### config.mk
export PLATFORM = sky130hd
export DESIGN_NAME = ecct_timer
export DESIGN_NICKNAME = d
export VERILOG_FILES = /design/src/inc/ecct_pkg.sv /design/src/rtl/ecct_timer.sv
export SDC_FILE = /design/constraint.sdc
export NUM_CORES = 1
export LEC_CHECK = 0
export ABC_AREA = 1
export BUFFER_PORTS_ARGS = -buffer_cell sky130_fd_sc_hd__buf_2
export CAP_MARGIN = 0
export CORE_AREA = 5 5 159 161
export CTS_CLUSTER_DIAMETER = 40
export CTS_CLUSTER_SIZE = 8
export DETAILED_ROUTE_END_ITERATION = 8
export DIE_AREA = 0 0 164 166
export GPL_ROUTABILITY_DRIVEN = 0
export GPL_TIMING_DRIVEN = 0
export PLACE_DENSITY_LB_ADDON = 0.2
export SLEW_MARGIN = 20
export SYNTH_ARGS = -nofsm -noshare
export SYNTH_HDL_FRONTEND = slang
export SYNTH_SLANG_ARGS = --single-unit
export TNS_END_PERCENT = 5
### constraint.sdc
create_clock -name clk_in -period 5.54 [get_ports clk_in]
set_clock_uncertainty 0.2 [all_clocks]
set_input_delay 0.277 -clock clk_in [delete_from_list [all_inputs] [get_ports clk_in]]
set_output_delay 0.277 -clock clk_in [all_outputs]
set_load 0.05 [all_outputs]
### src/inc/ecct_pkg.sv
// package for the eight channel capture compare timer
// assumes a single bus clock domain and synchronous pin inputs
package ecct_pkg;
   // ----------------------------------------------------------------
   // widths and counts
   // ----------------------------------------------------------------
   localparam int CH_NUM = 8; // channel count
   localparam int CNT_W = 16; // counter width
   localparam int PRE_W = 7; // prescaler width, divide up to 128
   localparam int CH7 = 7; // channel with override and reset powers
   localparam int GATE_DIV_BIT = 5; // prescaler bit whose carry gives bus/64
   localparam logic [15:0] CNT_MAX = 16'hffff; // wrap point of counters
   localparam logic [15:0] CNT_ZERO = 16'h0000; // reset value of counters
   localparam logic [6:0] PRE_ZERO = 7'h00; // prescaler reset value
   // output action codes {mode, level}
   localparam logic [1:0] ACT_NONE = 2'h0; // pin detached
   localparam logic [1:0] ACT_TOGGLE = 2'h1; // toggle on compare
   localparam logic [1:0] ACT_CLEAR = 2'h2; // drive low on compare
   localparam logic [1:0] ACT_SET = 2'h3; // drive high on compare
endpackage : ecct_pkg

### src/rtl/ecct_timer.sv
// eight channel capture compare timer with pulse accumulator
// assumes pin inputs synchronous to clk_in; control bits are plain ports
`timescale 1ns/1ps

// Summary of operation
// - counter tick divides bus clock by 1..128
// - input channel copies counter on active edge
// - capture sets flag; irq only when enabled
// - output channel matches counter, flags, drives pin
// - action bits: set, clear, toggle, or detach
// - force strobe does action without flag
// - channel seven match drives masked data pins
// - channel seven match may reset counter
// - port writes latch; show when pin is plain
// - sixteen bit accumulator, event or gated mode
// - event mode counts selected edge on pin
// - accumulator wrap sets overflow flag, gated irq
// - event counting works with timer stopped
// - gated mode counts divide-by-64 while active
// - gated trailing edge sets input flag
// - gate clock comes from running prescaler
// - eleven active high interrupt request outputs
// - edge select meaning per accumulator mode
// - accumulator flags clear by writing one
module ecct_timer (
   input wire logic clk_in, // bus clock
   input wire logic reset_n_in, // async active low reset
   input wire logic timer_run_enable_in, // main counter runs
   input wire logic [2:0] prescale_select_in, // divide by 2**n
   input wire logic counter_reset_on_ch7_enable_in, // ch7 match clears counter
   input wire logic [ecct_pkg::CH_NUM-1:0] channel_direction_select_in, // 1 compare
   input wire logic [ecct_pkg::CH_NUM-1:0] output_action_mode_in, // action mode bits
   input wire logic [ecct_pkg::CH_NUM-1:0] output_action_level_in, // action level bits
   input wire logic [ecct_pkg::CH_NUM-1:0] capture_edge_rise_in, // capture on rise
   input wire logic [ecct_pkg::CH_NUM-1:0] capture_edge_fall_in, // capture on fall
   input wire logic [ecct_pkg::CH_NUM-1:0] channel_irq_enable_in, // per channel irq
   input wire logic [ecct_pkg::CH_NUM-1:0] channel_flag_clear_in, // one clears flag
   input wire logic [ecct_pkg::CH_NUM-1:0] force_compare_strobe_in, // pulse
   input wire logic [ecct_pkg::CH_NUM-1:0] ch7_mask_in, // pins driven by ch7
   input wire logic [ecct_pkg::CH_NUM-1:0] ch7_data_in, // levels from ch7
   input wire logic [ecct_pkg::CH_NUM-1:0] value_write_in, // load channel value
   input wire logic [ecct_pkg::CNT_W-1:0] value_wdata_in, // value for loads
   input wire logic [ecct_pkg::CH_NUM-1:0] port_write_in, // write port latch bit
   input wire logic [ecct_pkg::CH_NUM-1:0] port_wdata_in, // port latch data
   input wire logic [ecct_pkg::CH_NUM-1:0] pin_in, // channel pin levels
   input wire logic accum_enable_in, // accumulator on
   input wire logic accum_mode_select_in, // 0 event, 1 gated
   input wire logic accum_edge_select_in, // edge or level select
   input wire logic accum_overflow_irq_enable_in, // overflow irq enable
   input wire logic accum_input_irq_enable_in, // input irq enable
   input wire logic [1:0] accum_flag_register_write_in, // one clears {ovf, in}
   input wire logic counter_overflow_irq_enable_in, // counter wrap irq enable
   input wire logic counter_overflow_clear_in, // one clears wrap flag
   output logic [ecct_pkg::CNT_W-1:0] main_count_out, // free running counter
   output logic [ecct_pkg::CNT_W-1:0] pulse_accum_count_out, // accumulator
   output logic [ecct_pkg::CH_NUM*ecct_pkg::CNT_W-1:0] channel_value_out, // packed
   output logic [ecct_pkg::CH_NUM-1:0] channel_event_flag_out, // sticky flags
   output logic accum_overflow_flag_out, // sticky
   output logic accum_input_flag_out, // sticky
   output logic counter_overflow_flag_out, // sticky
   output logic [ecct_pkg::CH_NUM-1:0] pin_out, // pin drive level
   output logic [ecct_pkg::CH_NUM-1:0] pin_oe_out, // high while driving
   output logic [ecct_pkg::CH_NUM-1:0] channel_irq_out, // active high
   output logic accum_input_irq_out, // active high
   output logic accum_overflow_irq_out, // active high
   output logic counter_overflow_irq_out // active high
);
   import ecct_pkg::*;

   // ----------------------------------------------------------------
   // types and state
   // ----------------------------------------------------------------
   typedef enum {ACC_EVENT, ACC_GATED} ecct_acc_mode_type; // accumulator modes

   logic [PRE_W-1:0] prescale; // bus clock divider
   logic [CNT_W-1:0] value [CH_NUM]; // channel capture/compare values
   logic [CH_NUM-1:0] pin_prev; // last pin sample for edge detection
   logic [CH_NUM-1:0] compare_latch; // compare driven levels
   logic [CH_NUM-1:0] port_latch; // general purpose latch
   ecct_acc_mode_type acc_mode; // decoded accumulator mode

   // ----------------------------------------------------------------
   // decode
   // ----------------------------------------------------------------
   // power-of-two tick: low bits of prescaler all ones
   function automatic logic tick_of(input logic [PRE_W-1:0] pre, input logic [2:0] sel);
      logic [PRE_W-1:0] mask;
      mask = PRE_W'((8'h01 << sel) - 8'h01);
      return (pre & mask) == mask;
   endfunction : tick_of

   wire count_tick = timer_run_enable_in && tick_of(prescale, prescale_select_in);
   wire div64_tick = timer_run_enable_in && tick_of(prescale, 3'(GATE_DIV_BIT + 1));
   wire [CH_NUM-1:0] rise = pin_in & ~pin_prev; // rising edges
   wire [CH_NUM-1:0] fall = ~pin_in & pin_prev; // falling edges
   wire [1:0] act [CH_NUM]; // action code per channel
   wire [CH_NUM-1:0] match; // compare match this tick
   wire [CH_NUM-1:0] capture; // capture event this cycle
   wire ch7_match = match[CH7]; // override source
   wire acc_pin = pin_in[CH7]; // shared channel seven pin
   wire acc_edge = accum_edge_select_in ? rise[CH7] : fall[CH7];
   wire acc_active = accum_edge_select_in ? ~acc_pin : acc_pin;
   wire acc_trail = accum_edge_select_in ? rise[CH7] : fall[CH7]; // end of active level
   wire acc_inc = accum_enable_in && ((acc_mode == ACC_EVENT) ? acc_edge
                  : (acc_active && div64_tick));
   wire acc_wrap = acc_inc && (pulse_accum_count_out == CNT_MAX);
   wire in_flag_set = accum_enable_in && ((acc_mode == ACC_GATED) ? acc_trail
                      : acc_edge);
   wire cnt_wrap = count_tick && (main_count_out == CNT_MAX);
   wire cnt_reset = ch7_match && counter_reset_on_ch7_enable_in;
   wire [CH_NUM-1:0] next_pin; // pin level after actions
   wire [CH_NUM-1:0] next_oe; // pins owned by compare logic

   assign acc_mode = accum_mode_select_in ? ACC_GATED : ACC_EVENT;

   genvar g;
   generate
      for (g = 0; g < CH_NUM; g++) begin : g_ch
         assign act[g] = {output_action_mode_in[g], output_action_level_in[g]};
         // match only on a tick so a stopped counter does not repeat events
         assign match[g] = channel_direction_select_in[g] && count_tick
                           && (main_count_out == value[g]);
         assign capture[g] = !channel_direction_select_in[g]
                             && ((capture_edge_rise_in[g] && rise[g])
                             || (capture_edge_fall_in[g] && fall[g]));
         // channel seven mask overrides other channel actions
         wire fire = (match[g] || force_compare_strobe_in[g]) && act[g] != ACT_NONE;
         wire own_lvl = (act[g] == ACT_SET) ? 1'b1
                        : (act[g] == ACT_CLEAR) ? 1'b0 : ~compare_latch[g];
         assign next_pin[g] = (ch7_match && ch7_mask_in[g]) ? ch7_data_in[g]
                              : fire ? own_lvl : compare_latch[g];
         // detached and unmasked pins fall back to the port latch
         assign next_oe[g] = (act[g] != ACT_NONE) || ch7_mask_in[g];
         assign channel_value_out[g*CNT_W +: CNT_W] = value[g];
      end
   endgenerate

   // ----------------------------------------------------------------
   // prescaler and main counter
   // ----------------------------------------------------------------
   // prescaler holds while stopped, so no gate clock without the timer
   always_ff @(posedge clk_in or negedge reset_n_in) begin
      if (!reset_n_in) begin
         prescale <= PRE_ZERO;
      end else if (timer_run_enable_in) begin
         prescale <= prescale + 7'h01;
      end
   end

   // counter: reset on ch7 match wins over the tick
   always_ff @(posedge clk_in or negedge reset_n_in) begin
      if (!reset_n_in) begin
         main_count_out <= CNT_ZERO;
      end else if (cnt_reset) begin
         main_count_out <= CNT_ZERO;
      end else if (count_tick) begin
         main_count_out <= main_count_out + 16'h0001;
      end
   end

   // ----------------------------------------------------------------
   // channels
   // ----------------------------------------------------------------
   // values: capture has priority over a software load
   always_ff @(posedge clk_in or negedge reset_n_in) begin
      if (!reset_n_in) begin
         for (int i = 0; i < CH_NUM; i++) value[i] <= CNT_ZERO;
      end else begin
         for (int i = 0; i < CH_NUM; i++) begin
            if (capture[i]) begin
               value[i] <= main_count_out;
            end else if (value_write_in[i]) begin
               value[i] <= value_wdata_in;
            end
         end
      end
   end

   // flags: a set in the clear cycle wins; forced compares leave flags alone
   always_ff @(posedge clk_in or negedge reset_n_in) begin
      if (!reset_n_in) begin
         channel_event_flag_out <= '0;
         channel_irq_out <= '0;
      end else begin
         channel_event_flag_out <= (channel_event_flag_out & ~channel_flag_clear_in)
                                   | capture | match;
         channel_irq_out <= ((channel_event_flag_out & ~channel_flag_clear_in)
                            | capture | match) & channel_irq_enable_in;
      end
   end

   // pins, port latch and edge history
   always_ff @(posedge clk_in or negedge reset_n_in) begin
      if (!reset_n_in) begin
         pin_prev <= '0;
         compare_latch <= '0;
         port_latch <= '0;
         pin_out <= '0;
         pin_oe_out <= '0;
      end else begin
         pin_prev <= pin_in;
         compare_latch <= next_pin;
         port_latch <= (port_latch & ~port_write_in) | (port_wdata_in & port_write_in);
         pin_out <= (next_oe & next_pin) | (~next_oe & port_latch);
         pin_oe_out <= next_oe | channel_direction_select_in;
      end
   end

   // ----------------------------------------------------------------
   // pulse accumulator
   // ----------------------------------------------------------------
   // count runs from the pin even with the timer stopped in event mode
   always_ff @(posedge clk_in or negedge reset_n_in) begin
      if (!reset_n_in) begin
         pulse_accum_count_out <= CNT_ZERO;
      end else if (acc_inc) begin
         pulse_accum_count_out <= pulse_accum_count_out + 16'h0001;
      end
   end

   // sticky flags; hardware set beats write-one clear
   always_ff @(posedge clk_in or negedge reset_n_in) begin
      if (!reset_n_in) begin
         accum_overflow_flag_out <= 1'b0;
         accum_input_flag_out <= 1'b0;
         counter_overflow_flag_out <= 1'b0;
         accum_overflow_irq_out <= 1'b0;
         accum_input_irq_out <= 1'b0;
         counter_overflow_irq_out <= 1'b0;
      end else begin
         accum_overflow_flag_out <= acc_wrap
            || (accum_overflow_flag_out && !accum_flag_register_write_in[1]);
         accum_input_flag_out <= in_flag_set
            || (accum_input_flag_out && !accum_flag_register_write_in[0]);
         counter_overflow_flag_out <= cnt_wrap
            || (counter_overflow_flag_out && !counter_overflow_clear_in);
         accum_overflow_irq_out <= accum_overflow_irq_enable_in && (acc_wrap
            || (accum_overflow_flag_out && !accum_flag_register_write_in[1]));
         accum_input_irq_out <= accum_input_irq_enable_in && (in_flag_set
            || (accum_input_flag_out && !accum_flag_register_write_in[0]));
         counter_overflow_irq_out <= counter_overflow_irq_enable_in && (cnt_wrap
            || (counter_overflow_flag_out && !counter_overflow_clear_in));
      end
   end
endmodule : ecct_timer

# == Word-level counts from Yosys, hierarchy flattened ==
# Cells that the tools add are included.
# totals
latch_bits,0
output_inout_bits,198
memories,0
ff_bits,229
romBits,0
in_bits,144
ram_bits,0
elab_cells,265
# classes
n_eq_ne,28
multipliers,0
shift,1
addsub,4
n_reduce_logical,126
n_lt_le_gt_ge,0
mux,54
bitwise,28
n_div,0
# op_table
cell,count
two-way mux 16 bit,18
== test 16 bit,8
logical AND 1 bit,70
AND 8 bit,8
inverter 8 bit,5
bitwise OR 8 bit,5
two-way mux 1 bit,36
nonzero test 2 bit,17
"adder 16 x 1 -> 16 bit, second input constant",2
"== test 16 bit, second input constant",2
"== test 2 bit, second input constant",16
logical NOT 32 bit,1
logical OR 1 bit,27
logical NOT 1 bit,11
inverter 1 bit,9
"adder 7 x 1 -> 7 bit, second input constant",1
AND 7 bit,1
== test 7 bit,1
"<< shifter 1 x 3 -> 7 bit, first input constant",1
"subtractor 7 x 1 -> 7 bit, second input constant",1
"== test 6 bit, second input constant",1

# == Longest topological paths before layout ==
# depth
depth_word,13
mapped_depth,16
ltp_nobuf,16

# == Worst setup path before layout ==
# No wires, ideal clock.
# synth_timing
kind,register to register
from,register main_count_out[0] in the netlist's numbering
to,register compare_latch[7]
path_stages_with_launch,9
arrival_time_ns,1.989
slack_ns,3.232
setup_time_ns,0.119
n_path_buf,1
required_time_ns,5.221
period_less_slack_ns,2.308
path_cell_list,dfrtp_1 -> buf_4 -> inv_2 -> nand2_1 -> nand3_1 -> nor3b_4 -> nand4_1 -> or2_0 -> and2_1
# synth_via
elab_chain_len,6
word_cells_on_any_way,7
classes_between,eq/ne: 1; mux: 2; reduce/logical: 4
# synth_lines
item,line_no,rtl
from (decl),ecct_timer.sv:54,"output logic [ecct_pkg::CNT_W-1:0] main_count_out,"
from (signal assigned),ecct_timer.sv:157,main_count_out <= main_count_out + 16'h0001;
== test 16 bit *,ecct_timer.sv:122,&& (main_count_out == value[g]);
logical AND 1 bit *,ecct_timer.sv:122,
logical OR 1 bit,ecct_timer.sv:127,wire fire = (match[g] || force_compare_strobe_in[g]) && act[g] != ACT_NONE;
logical AND 1 bit,ecct_timer.sv:127,
two-way mux 1 bit,ecct_timer.sv:131,: fire ? own_lvl : compare_latch[g];
two-way mux 1 bit *,ecct_timer.sv:130,assign next_pin[g] = (ch7_match && ch7_mask_in[g]) ? ch7_data_in[g]
named net next_pin[7],ecct_timer.sv:111,wire [CH_NUM-1:0] next_pin;
to (signal assigned),ecct_timer.sv:202,compare_latch <= next_pin;
to (decl),ecct_timer.sv:78,logic [CH_NUM-1:0] compare_latch;
# The timed path passes the listed nets; every way through them passes the cells marked *.
# A chain may end at the register's enable or synchronous reset.

# == Final worst setup path ==
# layout_timing
from,register main_count_out[0] in the netlist's numbering
to,register pin_out[6] in the netlist's numbering
# layout_via
elab_chain_len,8
word_cells_on_any_way,11
classes_between,eq/ne: 2; mux: 2; bitwise: 2; reduce/logical: 5
# layout_lines
item,line_no,rtl
== test 16 bit,ecct_timer.sv:122,
logical AND 1 bit,ecct_timer.sv:122,
logical OR 1 bit,ecct_timer.sv:127,
logical AND 1 bit,ecct_timer.sv:127,
two-way mux 1 bit,ecct_timer.sv:131,
two-way mux 1 bit *,ecct_timer.sv:130,
AND 8 bit *,ecct_timer.sv:204,pin_out <= (next_oe & next_pin) | (~next_oe & port_latch);
bitwise OR 8 bit *,ecct_timer.sv:204,
to (signal assigned),ecct_timer.sv:204,
to (decl),ecct_timer.sv:61,"output logic [ecct_pkg::CH_NUM-1:0] pin_out,"
# Mark *: on every way between the ends. The rest lies on a longest branch, timed or not.

==> impl_metrics.tcl <==
set metrics [dict create \
    outcome "complete, no violations" \
    die_h_um 166 \
    core_area_um2 23800 \
    grt_max_degree 97 \
    grt_pass1_vias 14400 \
    hold_viol 0 \
    drc 0 \
    cts_tree "done" \
    cts_root_buffer "clkbuf_16" \
    hold_slack_ns 0.00810 \
    path_clk_slew_ns 0.05 \
    synth_edf_count 0 \
    ys_seq_area_share_pct 44.9 \
    cts.path.max_buffers 3 \
    io_pins 342 \
    synthTopCellsByCount "nand2_1 (479), dfrtp_1 (229), inv_1 (214), nand3_1 (188), nor2_1 (114)" \
    grt_antenna_before_repair 1 \
    wire_per_inst_um 19.8 \
    finalSetupTns_ns 0 \
    powerDensity_nw_per_um2 418 \
    synth_top_flop_cell "dfrtp_1" \
    r2r_cells 10 \
    syn_inst 1671 \
    worstSetupPathType "reg -> reg" \
    slew_violations 0 \
    fin_crit_ns 3.18 \
    largest_reg_flops 128 \
    antenna_left 0 \
    maxCapViolations 0 \
    finalInstanceArea_um2 17200 \
    timing.rr.start "main_count_out[0]" \
    synthToLayoutAreaGrowth_pct 34.4 \
    clock_latency_ns 0.54 \
    place_hpwl_um 35300 \
    grt_pass1_wl_um 76000 \
    dieArea_um2 27200 \
    via_per_inst 5.79 \
    critPathArrivalTime_ns 3.39 \
    postPlaceCellArea_um2 14800 \
    yosys_warnings 0 \
    rows 57 \
    num_vias 14400 \
    timing.slew.headroom_pct 55.0 \
    drt-pass1-iter-count 6 \
    nets 2286 \
    peakVddDrop_v 0.000353 \
    end_kind "flop" \
    setup_violations 0 \
    start_util_pct 53.6 \
    syn_area_per_cell_um2 7.65 \
    crit_fanout 9 \
    finalNonFillerCells 2486 \
    rrSetupSlack_ns 2.36 \
    htree_num_levels 2 \
    min_period_over_period_pct 57.4 \
    drive_gt1_share_pct 20.3 \
    syn_area_um2 12800 \
    cp.required_ns 5.76 \
    synth-seq-cells 229 \
    yosysTopAreaCell "dfrtp_1" \
    grt-ovfl-total 0 \
    port_buffers 317 \
    die_x_um 164 \
    post-cts-setup-buffers 0 \
    async_flop_share_pct 100 \
    r2r_end "pin_out[6]" \
    rsz0062_at_grt "no" \
    multiInputGateArea_um2 5770 \
    worst_slew_pin_slew_ns 0.670 \
    drtIter0Drc 1631 \
    cp-startpoint "main_count_out[0]" \
    crit_path_start_kind "flop" \
    grt.total_usage_pct 35.2 \
    netlist.area_leader.share_pct 44.9 \
    cts.sinks 229 \
    dp_cells 2314 \
    hp-class "in -> reg" \
    seq_area_um2 5730 \
    crit_path_end "pin_out[6]" \
    synth_nets 1818 \
    cts_buffers 40 \
    fillers 1872 \
    drt-total-wl_um 49100 \
    synthTopCellsByArea "dfrtp_1 (45%), nand2_1 (14%), nand3_1 (7.4%), o221ai_1 (6.5%), inv_1 (6.3%)" \
    power.leakage_nw 8.83 \
    yosysMostFrequentCell "nand2_1" \
    max_freq_ghz 0.315 \
    synth_cell_types 45 \
]
## power by group
| group | switching (mW) | internal, mW | total [mW] |
|---|---|---|---|
| sequential | 0.259 | 1.93 | 2.19 |
| clock | 0.834 | 1.52 | 2.35 |
| combinational | 1.90 | 0.725 | 2.62 |
| total | 2.99 | 4.17 | 7.17 |
## cell type report
cell class / count / area share [%]
Timing Repair Buffer: 426 / 15.9
Clock inverter: 10 / 0.685
Antenna cell: 1 / 0.0146
Inverter: 226 / 4.94
Clock buffer: 54 / 6.66
Multi-Input combinational cell: 1116 / 33.6
Sequential cell: 229 / 33.4
Buffer: 100 / 2.50
Tap cell: 324 / 2.36
## worst min-delay path by stage
| stage | from | to | slack [ns] | depth (start not counted) |
|---|---|---|---|---|
| floorplan | reset_n_in | async pin | -0.22 | 0 |
| finish | output_action_mode_in[7] | pin_out[7] | 0.008 | 7 |
| global placement | pin_in[1] | pin_prev[1] | 0.21 | 1 |
| CTS | value_write_in[3] | channel_value_out[51] | 0.003 | 3 |
| global route | value_write_in[4] | channel_value_out[66] | 0.04 | 3 |
| detailed placement | reset_n_in | channel_value_out[75] | 0.02 | 1 |
## timing repair
| action | 4_1_cts | 5_1_grt |
|---|---|---|
| gates resized for setup | 0 | 0 |
| setup endpoints to repair | 0 | 0 |
| hold endpoints to repair | 208 | 0 |
| hold buffers | 107 | 0 |
## cell families (layout without fill, tap and decap cells)
group | after synthesis | after routing | share of synthesized area [%]
adders and majority gates | 3 | 3 | 0.294
AOI/OAI and AO/OA | 196 | 196 | 11.5
other | 0 | 1 | 0
xor gates and xnor gates | 53 | 53 | 3.63
buffers and inverters | 326 | 816 | 10.0
DFF | 229 | 229 | 44.9
muxes | 10 | 10 | 0.881
and+or+nand+nor | 854 | 854 | 28.9
## per-stage QoR
step	setup WS [ns]	util (%)	power, mW
after floorplan	3.23	-	3.94
after global placement	-0.160	62.0	4.63
after detailed placement	2.96	62.3	4.69
after CTS	2.53	72.1	7.10
after global routing	2.23	72.1	7.47
final	2.36	72.1	7.17
## per-layer routing
| metal | up-vias | part of all wire (%) | wire length (um) | GRT usage (%) |
|---|---|---|---|---|
| met1 | 6784 | 37 | 18200 | 44.3 |
| met4 | 0 | 5.9 | 2910 | 19.4 |
| met2 | 983 | 46 | 22700 | 55.9 |
| met3 | 207 | 11 | 5390 | 8.29 |
| li1 | 6413 | - | - | - |
| met5 | - | 0 | 0 | 0 |
## layout by cell type (no fill, tap or decap), drive strengths merged, types with 2 or more instances in the layout
master and instances:
a21boi 6, a21oi 26, a31oi 3, and2 9, and3 2, buf 365
bufinv 2, clkbuf 108, clkinv 7, dfrtp 229, dlygate4sd3 107, ha 3
inv 226, mux2 10, nand2 481, nand3 190, nand3b 4, nand4 21
nor2 118, nor3 15, nor3b 2, nor4 4, o211ai 34, o21a 3
o21ai 25, o221ai 95, or2 8, xnor2 34, xor2 19
## worst max-delay path, stage by stage, from the launching register on
cell           delay (ns)
dfrtp_1              0.36
buf_4                0.20
inv_2                0.12
nand2_1              0.19
nand3_1              0.15
nor3b_4              0.59
nand4_1              0.23
or2_0                0.26
nand3_1              0.12
nand2_1              0.06
dlygate4sd3_1        0.55
Power figures use the tool's default switching activity.
